$ cat src/logic/rtccs_pkg.sv
package rtccs_pkg;
  localparam int ADDR_W = 5;
  localparam int DATA_W = 8;
  localparam logic [ADDR_W-1:0] OFS_IRQ_CTRL = 5'h00;
  localparam logic [ADDR_W-1:0] OFS_MODE_CTRL = 5'h01;
  localparam logic [ADDR_W-1:0] OFS_CAL_CTRL = 5'h02;
  // First register fields
  localparam int BIT_OSC_FAULT_IRQ_EN = 7;
  localparam int BIT_TIME_EVENT_IRQ_EN = 6;
  localparam int BIT_ALARM_IRQ_EN = 5;
  localparam int BIT_READ_READY_IRQ_EN = 4;
  localparam int BIT_OSC_FAULT_FLAG = 3;
  localparam int BIT_TIME_EVENT_FLAG = 2;
  localparam int BIT_ALARM_FLAG = 1;
  localparam int BIT_READ_READY_FLAG = 0;
  // Second register fields
  localparam int BIT_DECIMAL_COUNT = 7;
  localparam int BIT_CLOCK_HOLD = 6;
  localparam int BIT_MODE_RSVD_ONE = 5;
  localparam int BIT_VALUES_STABLE = 4;
  localparam int BIT_EVSEL_HI = 1;
  localparam int BIT_EVSEL_LO = 0;
  // Third register fields
  localparam int BIT_TRIM_DIR = 7;
  localparam int BIT_TRIM_MAG_HI = 5;
  localparam int BIT_TRIM_MAG_LO = 0;
  localparam int TRIM_MAG_W = 6;
  // Reset values
  localparam logic [3:0] RST_IRQ_EN = 4'h0;
  localparam logic [3:0] RST_FLAGS = 4'h0;
  localparam logic RST_DECIMAL = 1'b0;
  localparam logic RST_HOLD = 1'b1;
  localparam logic RST_STABLE = 1'b1;
  localparam logic [1:0] RST_EVSEL = 2'h0;
  localparam logic RST_TRIM_DIR = 1'b0;
  localparam logic [TRIM_MAG_W-1:0] RST_TRIM_MAG = 6'h00;
  localparam logic [DATA_W-1:0] RD_UNMAPPED = 8'h00;
  // Time event sources
  typedef enum logic [1:0] {
    RTCCS_EV_MINUTE = 2'h0,
    RTCCS_EV_HOUR = 2'h1,
    RTCCS_EV_MIDNIGHT = 2'h2,
    RTCCS_EV_NOON = 2'h3
  } rtccs_evsel_t;
  // Raw calendar event levels from outside
  typedef struct packed {
    logic minute_changed;
    logic hour_changed;
    logic midnight;
    logic noon;
    logic alarm_match;
    logic osc_fault;
    logic in_transition;
  } rtccs_events_t;
  // Flag and enable grouping: osc, tev, alarm, ready
  typedef struct packed {
    logic osc;
    logic tev;
    logic alarm;
    logic ready;
  } rtccs_quad_t;
endpackage

$ cat src/logic/rtccs_regs.sv
`timescale 1ns/1ps
module rtccs_regs
  import rtccs_pkg::*;
(
  // Clock and reset
  input wire logic clk,
  input wire logic rst,
  // Register port
  input wire logic [ADDR_W-1:0] addr,
  input wire logic [DATA_W-1:0] wr_data,
  input wire logic wr_stb,
  input wire logic rd_stb,
  output logic [DATA_W-1:0] rd_data,
  // Calendar event levels, asynchronous
  input wire rtccs_events_t events,
  // Control outputs
  output logic irq,
  output logic wake_req,
  output logic decimal_count_select,
  output logic clock_hold,
  output rtccs_evsel_t time_event_select,
  output logic trim_direction,
  output logic [TRIM_MAG_W-1:0] trim_magnitude
);

  function automatic logic [3:0] quad_bits(input rtccs_quad_t q);
    quad_bits = {q.osc, q.tev, q.alarm, q.ready};
  endfunction

  function automatic logic reg_hit(input logic [ADDR_W-1:0] a, input logic [ADDR_W-1:0] ofs, input logic stb);
    reg_hit = stb && (a == ofs);
  endfunction

  rtccs_events_t sync1_reg;
  rtccs_events_t sync2_reg;
  rtccs_events_t prev_reg;
  rtccs_quad_t irq_en_reg;
  rtccs_quad_t flag_reg;
  rtccs_quad_t flag_next;
  rtccs_quad_t flag_set;
  logic decimal_reg;
  logic hold_reg;
  rtccs_evsel_t evsel_reg;
  logic trim_dir_reg;
  logic [TRIM_MAG_W-1:0] trim_mag_reg;
  logic [DATA_W-1:0] rd_data_reg;
  logic [DATA_W-1:0] rd_data_next;
  logic irq_reg;
  logic wake_reg;
  logic wr_irq;
  logic wr_mode;
  logic wr_cal;
  logic values_stable;
  logic tev_pulse;
  logic osc_rise;
  logic alarm_rise;
  logic ready_rise;

  assign wr_irq = reg_hit(addr, OFS_IRQ_CTRL, wr_stb);
  assign wr_mode = reg_hit(addr, OFS_MODE_CTRL, wr_stb);
  assign wr_cal = reg_hit(addr, OFS_CAL_CTRL, wr_stb);

  // Two-stage synchroniser
  always_ff @(posedge clk) begin
    if (rst) begin
      sync1_reg <= '0;
      sync2_reg <= '0;
    end else begin
      sync1_reg <= events;
      sync2_reg <= sync1_reg;
    end
  end

  // Edge history
  always_ff @(posedge clk) begin
    if (rst) begin
      prev_reg <= '0;
    end else begin
      prev_reg <= sync2_reg;
    end
  end

  assign values_stable = ~sync2_reg.in_transition;
  assign osc_rise = sync2_reg.osc_fault & ~prev_reg.osc_fault;
  assign alarm_rise = sync2_reg.alarm_match & ~prev_reg.alarm_match;
  assign ready_rise = ~sync2_reg.in_transition & prev_reg.in_transition;

  // Selected time event source
  always_comb begin
    unique case (evsel_reg)
      RTCCS_EV_MINUTE: tev_pulse = sync2_reg.minute_changed & ~prev_reg.minute_changed;
      RTCCS_EV_HOUR: tev_pulse = sync2_reg.hour_changed & ~prev_reg.hour_changed;
      RTCCS_EV_MIDNIGHT: tev_pulse = sync2_reg.midnight & ~prev_reg.midnight;
      RTCCS_EV_NOON: tev_pulse = sync2_reg.noon & ~prev_reg.noon;
    endcase
  end

  // Flag next value: hardware set wins over software write
  always_comb begin
    flag_set.osc = osc_rise;
    flag_set.tev = tev_pulse;
    flag_set.alarm = alarm_rise;
    flag_set.ready = ready_rise;
    flag_next = flag_reg;
    if (wr_irq) begin
      flag_next.osc = wr_data[BIT_OSC_FAULT_FLAG];
      flag_next.tev = wr_data[BIT_TIME_EVENT_FLAG];
      flag_next.alarm = wr_data[BIT_ALARM_FLAG];
      flag_next.ready = wr_data[BIT_READ_READY_FLAG];
    end
    flag_next = rtccs_quad_t'(quad_bits(flag_next) | quad_bits(flag_set));
  end

  // Interrupt flags
  always_ff @(posedge clk) begin
    if (rst) begin
      flag_reg <= rtccs_quad_t'(RST_FLAGS);
    end else begin
      flag_reg <= flag_next;
    end
  end

  // Interrupt enables
  always_ff @(posedge clk) begin
    if (rst) begin
      irq_en_reg <= rtccs_quad_t'(RST_IRQ_EN);
    end else if (wr_irq) begin
      irq_en_reg.osc <= wr_data[BIT_OSC_FAULT_IRQ_EN];
      irq_en_reg.tev <= wr_data[BIT_TIME_EVENT_IRQ_EN];
      irq_en_reg.alarm <= wr_data[BIT_ALARM_IRQ_EN];
      irq_en_reg.ready <= wr_data[BIT_READ_READY_IRQ_EN];
    end
  end

  // Mode control
  always_ff @(posedge clk) begin
    if (rst) begin
      decimal_reg <= RST_DECIMAL;
      hold_reg <= RST_HOLD;
      evsel_reg <= rtccs_evsel_t'(RST_EVSEL);
    end else if (wr_mode) begin
      decimal_reg <= wr_data[BIT_DECIMAL_COUNT];
      hold_reg <= wr_data[BIT_CLOCK_HOLD];
      evsel_reg <= rtccs_evsel_t'(wr_data[BIT_EVSEL_HI:BIT_EVSEL_LO]);
    end
  end

  // Calibration control
  always_ff @(posedge clk) begin
    if (rst) begin
      trim_dir_reg <= RST_TRIM_DIR;
      trim_mag_reg <= RST_TRIM_MAG;
    end else if (wr_cal) begin
      trim_dir_reg <= wr_data[BIT_TRIM_DIR];
      trim_mag_reg <= wr_data[BIT_TRIM_MAG_HI:BIT_TRIM_MAG_LO];
    end
  end

  // Read mux
  always_comb begin
    rd_data_next = RD_UNMAPPED;
    if (rd_stb) begin
      unique case (addr)
        OFS_IRQ_CTRL: begin
          rd_data_next[BIT_OSC_FAULT_IRQ_EN] = irq_en_reg.osc;
          rd_data_next[BIT_TIME_EVENT_IRQ_EN] = irq_en_reg.tev;
          rd_data_next[BIT_ALARM_IRQ_EN] = irq_en_reg.alarm;
          rd_data_next[BIT_READ_READY_IRQ_EN] = irq_en_reg.ready;
          rd_data_next[BIT_OSC_FAULT_FLAG] = flag_reg.osc;
          rd_data_next[BIT_TIME_EVENT_FLAG] = flag_reg.tev;
          rd_data_next[BIT_ALARM_FLAG] = flag_reg.alarm;
          rd_data_next[BIT_READ_READY_FLAG] = flag_reg.ready;
        end
        OFS_MODE_CTRL: begin
          rd_data_next[BIT_DECIMAL_COUNT] = decimal_reg;
          rd_data_next[BIT_CLOCK_HOLD] = hold_reg;
          rd_data_next[BIT_MODE_RSVD_ONE] = 1'b1;
          rd_data_next[BIT_VALUES_STABLE] = values_stable;
          rd_data_next[BIT_EVSEL_HI:BIT_EVSEL_LO] = evsel_reg;
        end
        OFS_CAL_CTRL: begin
          rd_data_next[BIT_TRIM_DIR] = trim_dir_reg;
          rd_data_next[BIT_TRIM_MAG_HI:BIT_TRIM_MAG_LO] = trim_mag_reg;
        end
        default: rd_data_next = RD_UNMAPPED;
      endcase
    end
  end

  // Read data, valid one cycle after strobe
  always_ff @(posedge clk) begin
    if (rst) begin
      rd_data_reg <= RD_UNMAPPED;
    end else begin
      rd_data_reg <= rd_data_next;
    end
  end

  // Interrupt request and wake request
  always_ff @(posedge clk) begin
    if (rst) begin
      irq_reg <= 1'b0;
      wake_reg <= 1'b0;
    end else begin
      irq_reg <= |(quad_bits(flag_reg) & quad_bits(irq_en_reg));
      wake_reg <= (flag_reg.osc & irq_en_reg.osc) | (flag_reg.tev & irq_en_reg.tev)
                  | (flag_reg.alarm & irq_en_reg.alarm);
    end
  end

  assign rd_data = rd_data_reg;
  assign irq = irq_reg;
  assign wake_req = wake_reg;
  assign decimal_count_select = decimal_reg;
  assign clock_hold = hold_reg;
  assign time_event_select = evsel_reg;
  assign trim_direction = trim_dir_reg;
  assign trim_magnitude = trim_mag_reg;
endmodule

$ cat config.mk
export PLATFORM = sky130hd
export DESIGN_NAME = rtccs_regs
export DESIGN_NICKNAME = d
export VERILOG_FILES = /design/src/logic/rtccs_pkg.sv /design/src/logic/rtccs_regs.sv
export SDC_FILE = /design/constraint.sdc
export NUM_CORES = 1
export LEC_CHECK = 0
export ABC_AREA = 1
export BUFFER_PORTS_ARGS = -buffer_cell sky130_fd_sc_hd__buf_2
export CAP_MARGIN = 20
export CORE_MARGIN = 1.5
export CORE_UTILIZATION = 35
export DETAILED_ROUTE_END_ITERATION = 10
export PLACE_DENSITY = 0.62
export SYNTH_ARGS = -nofsm -noshare
export SYNTH_HDL_FRONTEND = slang
export SYNTH_SLANG_ARGS = --single-unit
$ cat constraint.sdc
create_clock -name clk -period 3.3 [get_ports clk]
set_input_delay 0.825 -clock clk [delete_from_list [all_inputs] [get_ports clk]]
set_output_delay 0.825 -clock clk [all_outputs]
set_load 0.02 [all_outputs]
== Word level (Yosys, flattened, before mapping) ==
Index checks and enable logic that the tools add are counted.

* Add/subtract/negate cells: 0
* Reduce and logical (&&, ||, !) cells: 7
* Mux-type cells: 7
* Shift operators: 0
* Bitwise operators: 22
* Order comparisons: 0
* $mul: 0
* Equal/unequal tests: 5
* Divide/modulo/power cells: 0

{| class="wikitable"
|+ Operator list
! kind !! number
|-
| $pmux W2 S3 || 2
|-
| $and A1 B1 Y1 || 10
|-
| $not A1 Y1 || 8
|-
| $eq A5 B1 Y1 const B || 1
|-
| $eq A5 B2 Y1 const B || 1
|-
| $logic_not A5 Y1 || 1
|-
| $and A4 B4 Y4 || 1
|-
| $eq A2 B2 Y1 const B || 2
|-
| $mux W4 || 1
|-
| $or A4 B4 Y4 || 1
|-
| $pmux W1 S4 || 1
|-
| $pmux W2 S2 || 1
|-
| $reduce_or A4 Y1 || 1
|-
| $logic_and A1 B1 Y1 || 3
|-
| $pmux W1 S3 || 1
|-
| $eq A2 B1 Y1 const B || 1
|-
| $logic_not A2 Y1 || 1
|-
| $or A1 B1 Y1 || 2
|-
| $pmux W1 S2 || 1
|-
| $reduce_or A2 Y1 || 1
|}

* Output and inout port bits: 21
* Input bits: 24
* Memories kept: 0
* Memory bits (writable): 0
* Latch bits: 0
* Register bits after elaboration: 50
* Word-level logic and storage cells: 78
* Memory bits (read-only): 0

== Depth between registers and ports, before layout ==
* Depth in word-level cells: 4
* Mapped depth: 8
* Depth with buffers taken out: 7

== Least setup slack after synthesis ==
OpenSTA, ideal clock, no wires.

* Kind: in2reg
* From: input addr[4]
* To: register flag_reg[3] (netlist bit)
* Stages: 7
* Library setup time: 113 ps
* Path slack: 1671 ps
* Buffers on the path: 1
* Arrival: 1516 ps
* Data required time: 3187 ps
* Cell sequence: nor2_2 -> nand2_4 -> nor2_4 -> buf_6 -> nand3b_1 -> nand3_1 -> nand2_1

* Longest elaborated chain between the ends: 4

{| class="wikitable"
|+ RTL lines
! what !! line !! RTL
|-
| start: declaration || rtccs_regs.sv:9 || <nowiki>input wire logic [ADDR_W-1:0] addr,</nowiki>
|-
| $logic_not A5 Y1 || rtccs_regs.sv:31 || <nowiki>reg_hit = stb && (a == ofs);</nowiki>
|-
| $logic_and A1 B1 Y1 || rtccs_regs.sv:31 ||
|-
| $mux W4 || rtccs_regs.sv:105 || <nowiki>if (wr_irq) begin</nowiki>
|-
| $or A4 B4 Y4 || rtccs_regs.sv:111 || <nowiki>flag_next = rtccs_quad_t'(quad_bits(flag_next) | quad_bits(flag_set));</nowiki>
|-
| end signal: assignment || rtccs_regs.sv:117 || <nowiki>flag_reg <= rtccs_quad_t'(RST_FLAGS);</nowiki>
|-
| end signal: assignment || rtccs_regs.sv:119 || <nowiki>flag_reg <= flag_next;</nowiki>
|-
| end: declaration || rtccs_regs.sv:38 || <nowiki>rtccs_quad_t flag_reg;</nowiki>
|}

No other way between the ends.
A chain may end at the register's enable or synchronous reset.

== Worst setup path in the final report ==
* From: register evsel_reg[0] (netlist: time_event_select[0])
* To: output time_event_select[0]

{| class="wikitable"
|+ RTL lines
! what !! line !! RTL
|-
| start: declaration || rtccs_regs.sv:43 || <nowiki>rtccs_evsel_t evsel_reg;</nowiki>
|-
| start signal: assignment || rtccs_regs.sv:140 || <nowiki>evsel_reg <= rtccs_evsel_t'(RST_EVSEL);</nowiki>
|-
| start signal: assignment || rtccs_regs.sv:144 || <nowiki>evsel_reg <= rtccs_evsel_t'(wr_data[BIT_EVSEL_HI:BIT_EVSEL_LO]);</nowiki>
|-
| end: declaration || rtccs_regs.sv:21 || <nowiki>output rtccs_evsel_t time_event_select,</nowiki>
|}

No word-level cell between the ends.

==> results.txt <==
CTS Buffer Depth: 2
Clk pwr share: 0.344
Power Internal: 813 uW
P per Cell Area: 471 nW/um^2
Hold Vio Cnt, Final: 0
RSZ-0062 raised after global routing: false
WHS Path Cells: 2
fin crit share: 0.558
multi-input logic area: 694 sq um
Crit. End Element: output port
largest net degree at the start of global routing: 29
I/O Pins: 45
Routed wire per std cell: 11.0 um
Setup WS post-layout: 1.46 ns
Comb pwr share: 0.069
total die area: 5900 sq um
Post-DRT Antenna Nets: 0
H-tree levels: 2
Power, Total: 1.07 mW
CTS tree: built
Net Sw Power: 253 uW
Max IR drop VDD: 0.000242 V
FF-to-FF path depth: 7
Rows: 26
Root Driver: clkbuf_8
Filler Cell Count: 528
Post-CTS Setup Bufs: 0
Initial DRT Pass Iterations: 4
HP Class: reg -> reg
Final Wtd Congestion: 0.818
crit path max fanout: 7
ratio of cells with drive above 1 in the final layout: 0.224
slowest CP cell: dfxtp_1
FF-to-FF Start: time_event_select[0]$_SDFFE_PP0P_
post-synthesis cell area: 1910 sq um
Worst-Skew Late Latency: 0.30 ns
total CTS buffers: 5
IO Port Bufs: 44
DR vias/cell: 4.45
WL final: 3930 um
Flop pwr share: 0.586
Worst-path clk slew: 0.09 ns
leakage power: 1.07 nW
core box area: 5170 sq um
syn nets: 266
pre-CTS setup slack: 1.26 ns
FF+latch area: 1000 sq um
max reg flops: 8
Worst Path Buf+Inv: 1
Layout area overhead: 18.8%
total negative slack: 0 ns
Synthesis Warnings: 0
Hold EP: sync2_reg[0]$_SDFF_PP0_
Slew Viols, Final: 0
nets@finish: 309
Global Route Usage Sum: 0.141
Required @ worst endpoint: 2.47 ns
post-cts resize count: 0
skew final: 0.0109 ns
Die Y: 76.8 um
Initial Util: 0.368
min-delay src: sync1_reg[0]$_SDFF_PP0_
Ant. Diodes: 0
cts hold-fix bufs: 0
critical path class: reg -> out
number of global-route vias before repair: 1465
DRC Markers: 0
CP Cell Sequence: buf_2
total congestion overflow: 0
R2R setup slack: 2.27 ns
Worst Path Arrival: 1.02 ns
first-pass GRT wire length: 6600 um
clk sinks: 50
DP Wirelength: 2770 um
Netlist cell types: 25
Final min period: 1.84 ns
RR Endpoint: flag_reg[2]$_SDFF_PP0_
status: finished, final reports clean
vias after detailed routing: 1585
slowest stage delay, CP: 0.49 ns
CP Launch Type: flip-flop
# setup viols final: 0
Mapped Cells: 242
post-synthesis sequential area ratio: 0.525
fmax: 543 MHz
Sw Ratio: 0.237
Synth Register Bits: 50
number of max-cap violations: 0
Iter 0 DRT Violations: 157
CP delay by family, top: flip-flops
Least-Margin Pin Slew: 0.590 ns
Slew HR: 0.606
die width: 76.8 um
initial antenna violation count: 0
syn_area_per_cell: 7.87 sq um
==> synth_stat cells, drive strengths merged <==
library cell	count	area, sq um
nor3b	1	18.8
dfxtp	50	1000
a21oi	16	80.1
or2	1	6.26
nand2	45	179
nor2	34	161
nand3b	1	7.51
inv	42	158
buf	6	41.3
o211ai	2	15.0
nand4	8	56.3
o21ai	7	35.0
nand3	26	135
clkbuf	3	11.3
==> cells in the final DEF (no fill, tap or decap), drive strengths merged <==
| cell | instances |
|---|---|
| buf | 45 |
| o21ai | 7 |
| clkbuf | 6 |
| dfxtp | 50 |
| a21oi | 16 |
| or2 | 1 |
| nand3b | 1 |
| nor2 | 34 |
| inv | 42 |
| o211ai | 2 |
| clkinvlp | 1 |
| nand3 | 26 |
| nor3b | 1 |
| clkinv | 1 |
| nand4 | 8 |
| nand2 | 45 |
==> worst max path at each step <==
stage | start | end | slack (ns) | depth (start not counted)
after floorplan | addr[4] | flag_reg[3]$_SDFF_PP0_ | 1.67 | 7
after CTS | time_event_select[0]$_SDFFE_PP0P_ | time_event_select[0] | 1.44 | 1
after global placement | addr[0] | trim_magnitude[5]$_SDFFE_PP0P_ | 1.28 | 5
after global routing | time_event_select[0]$_SDFFE_PP0P_ | time_event_select[0] | 1.40 | 1
after detailed placement | addr[0] | trim_magnitude[5]$_SDFFE_PP0P_ | 1.26 | 5
final | time_event_select[0]$_SDFFE_PP0P_ | time_event_select[0] | 1.46 | 1
==> metrics by stage <==
step           hold slack (ns)  instances  cell area (sq um)   util
6_report                 0.398        356               2260  0.438
5_1_grt                  0.418        356               2260  0.438
4_1_cts                  0.401        356               2260  0.438
3_5_place_dp             0.392        348               2170  0.419
3_3_place_gp             0.390        348               2170  0.419
2_1_floorplan            0.388        242               1910      -
==> metal layers <==
metal,wire length (um),GRT usage,vias to the layer above,part of all wire
li1,-,-,835,-
met1,1670,0.160,691,0.43
met2,1950,0.250,49,0.50
met3,229,0.0381,10,0.058
met4,71,0.0519,0,0.018
met5,0,0,-,0
==> kinds of logic after synthesis <==
kind of cell | after synthesis | synth area share
AO/OA/AOI/OAI | 25 | 0.0683
buffers and inverters | 51 | 0.110
flip-flops | 50 | 0.525
AND/OR/NAND/NOR | 116 | 0.296
==> layout make-up <==
type	count	share of cell area
clock buffers	6	0.0365
multi-input cells	141	0.307
flip-flops and latches	50	0.442
repair buffers	45	0.101
clock inverters	2	0.00553
well taps	70	0.0387
inverters	42	0.0697
==> power by group through the flow <==
stage / registers (mW) / clock network, mW / logic [mW]
after floorplan: 0.639 / 0 / 0.0446
after global placement: 0.639 / 0 / 0.0733
after detailed placement: 0.639 / 0 / 0.0744
after CTS: 0.625 / 0.376 / 0.0747
after global routing: 0.627 / 0.400 / 0.0841
final: 0.625 / 0.367 / 0.0740
Note: power is estimated with default switching activity, not from simulation.
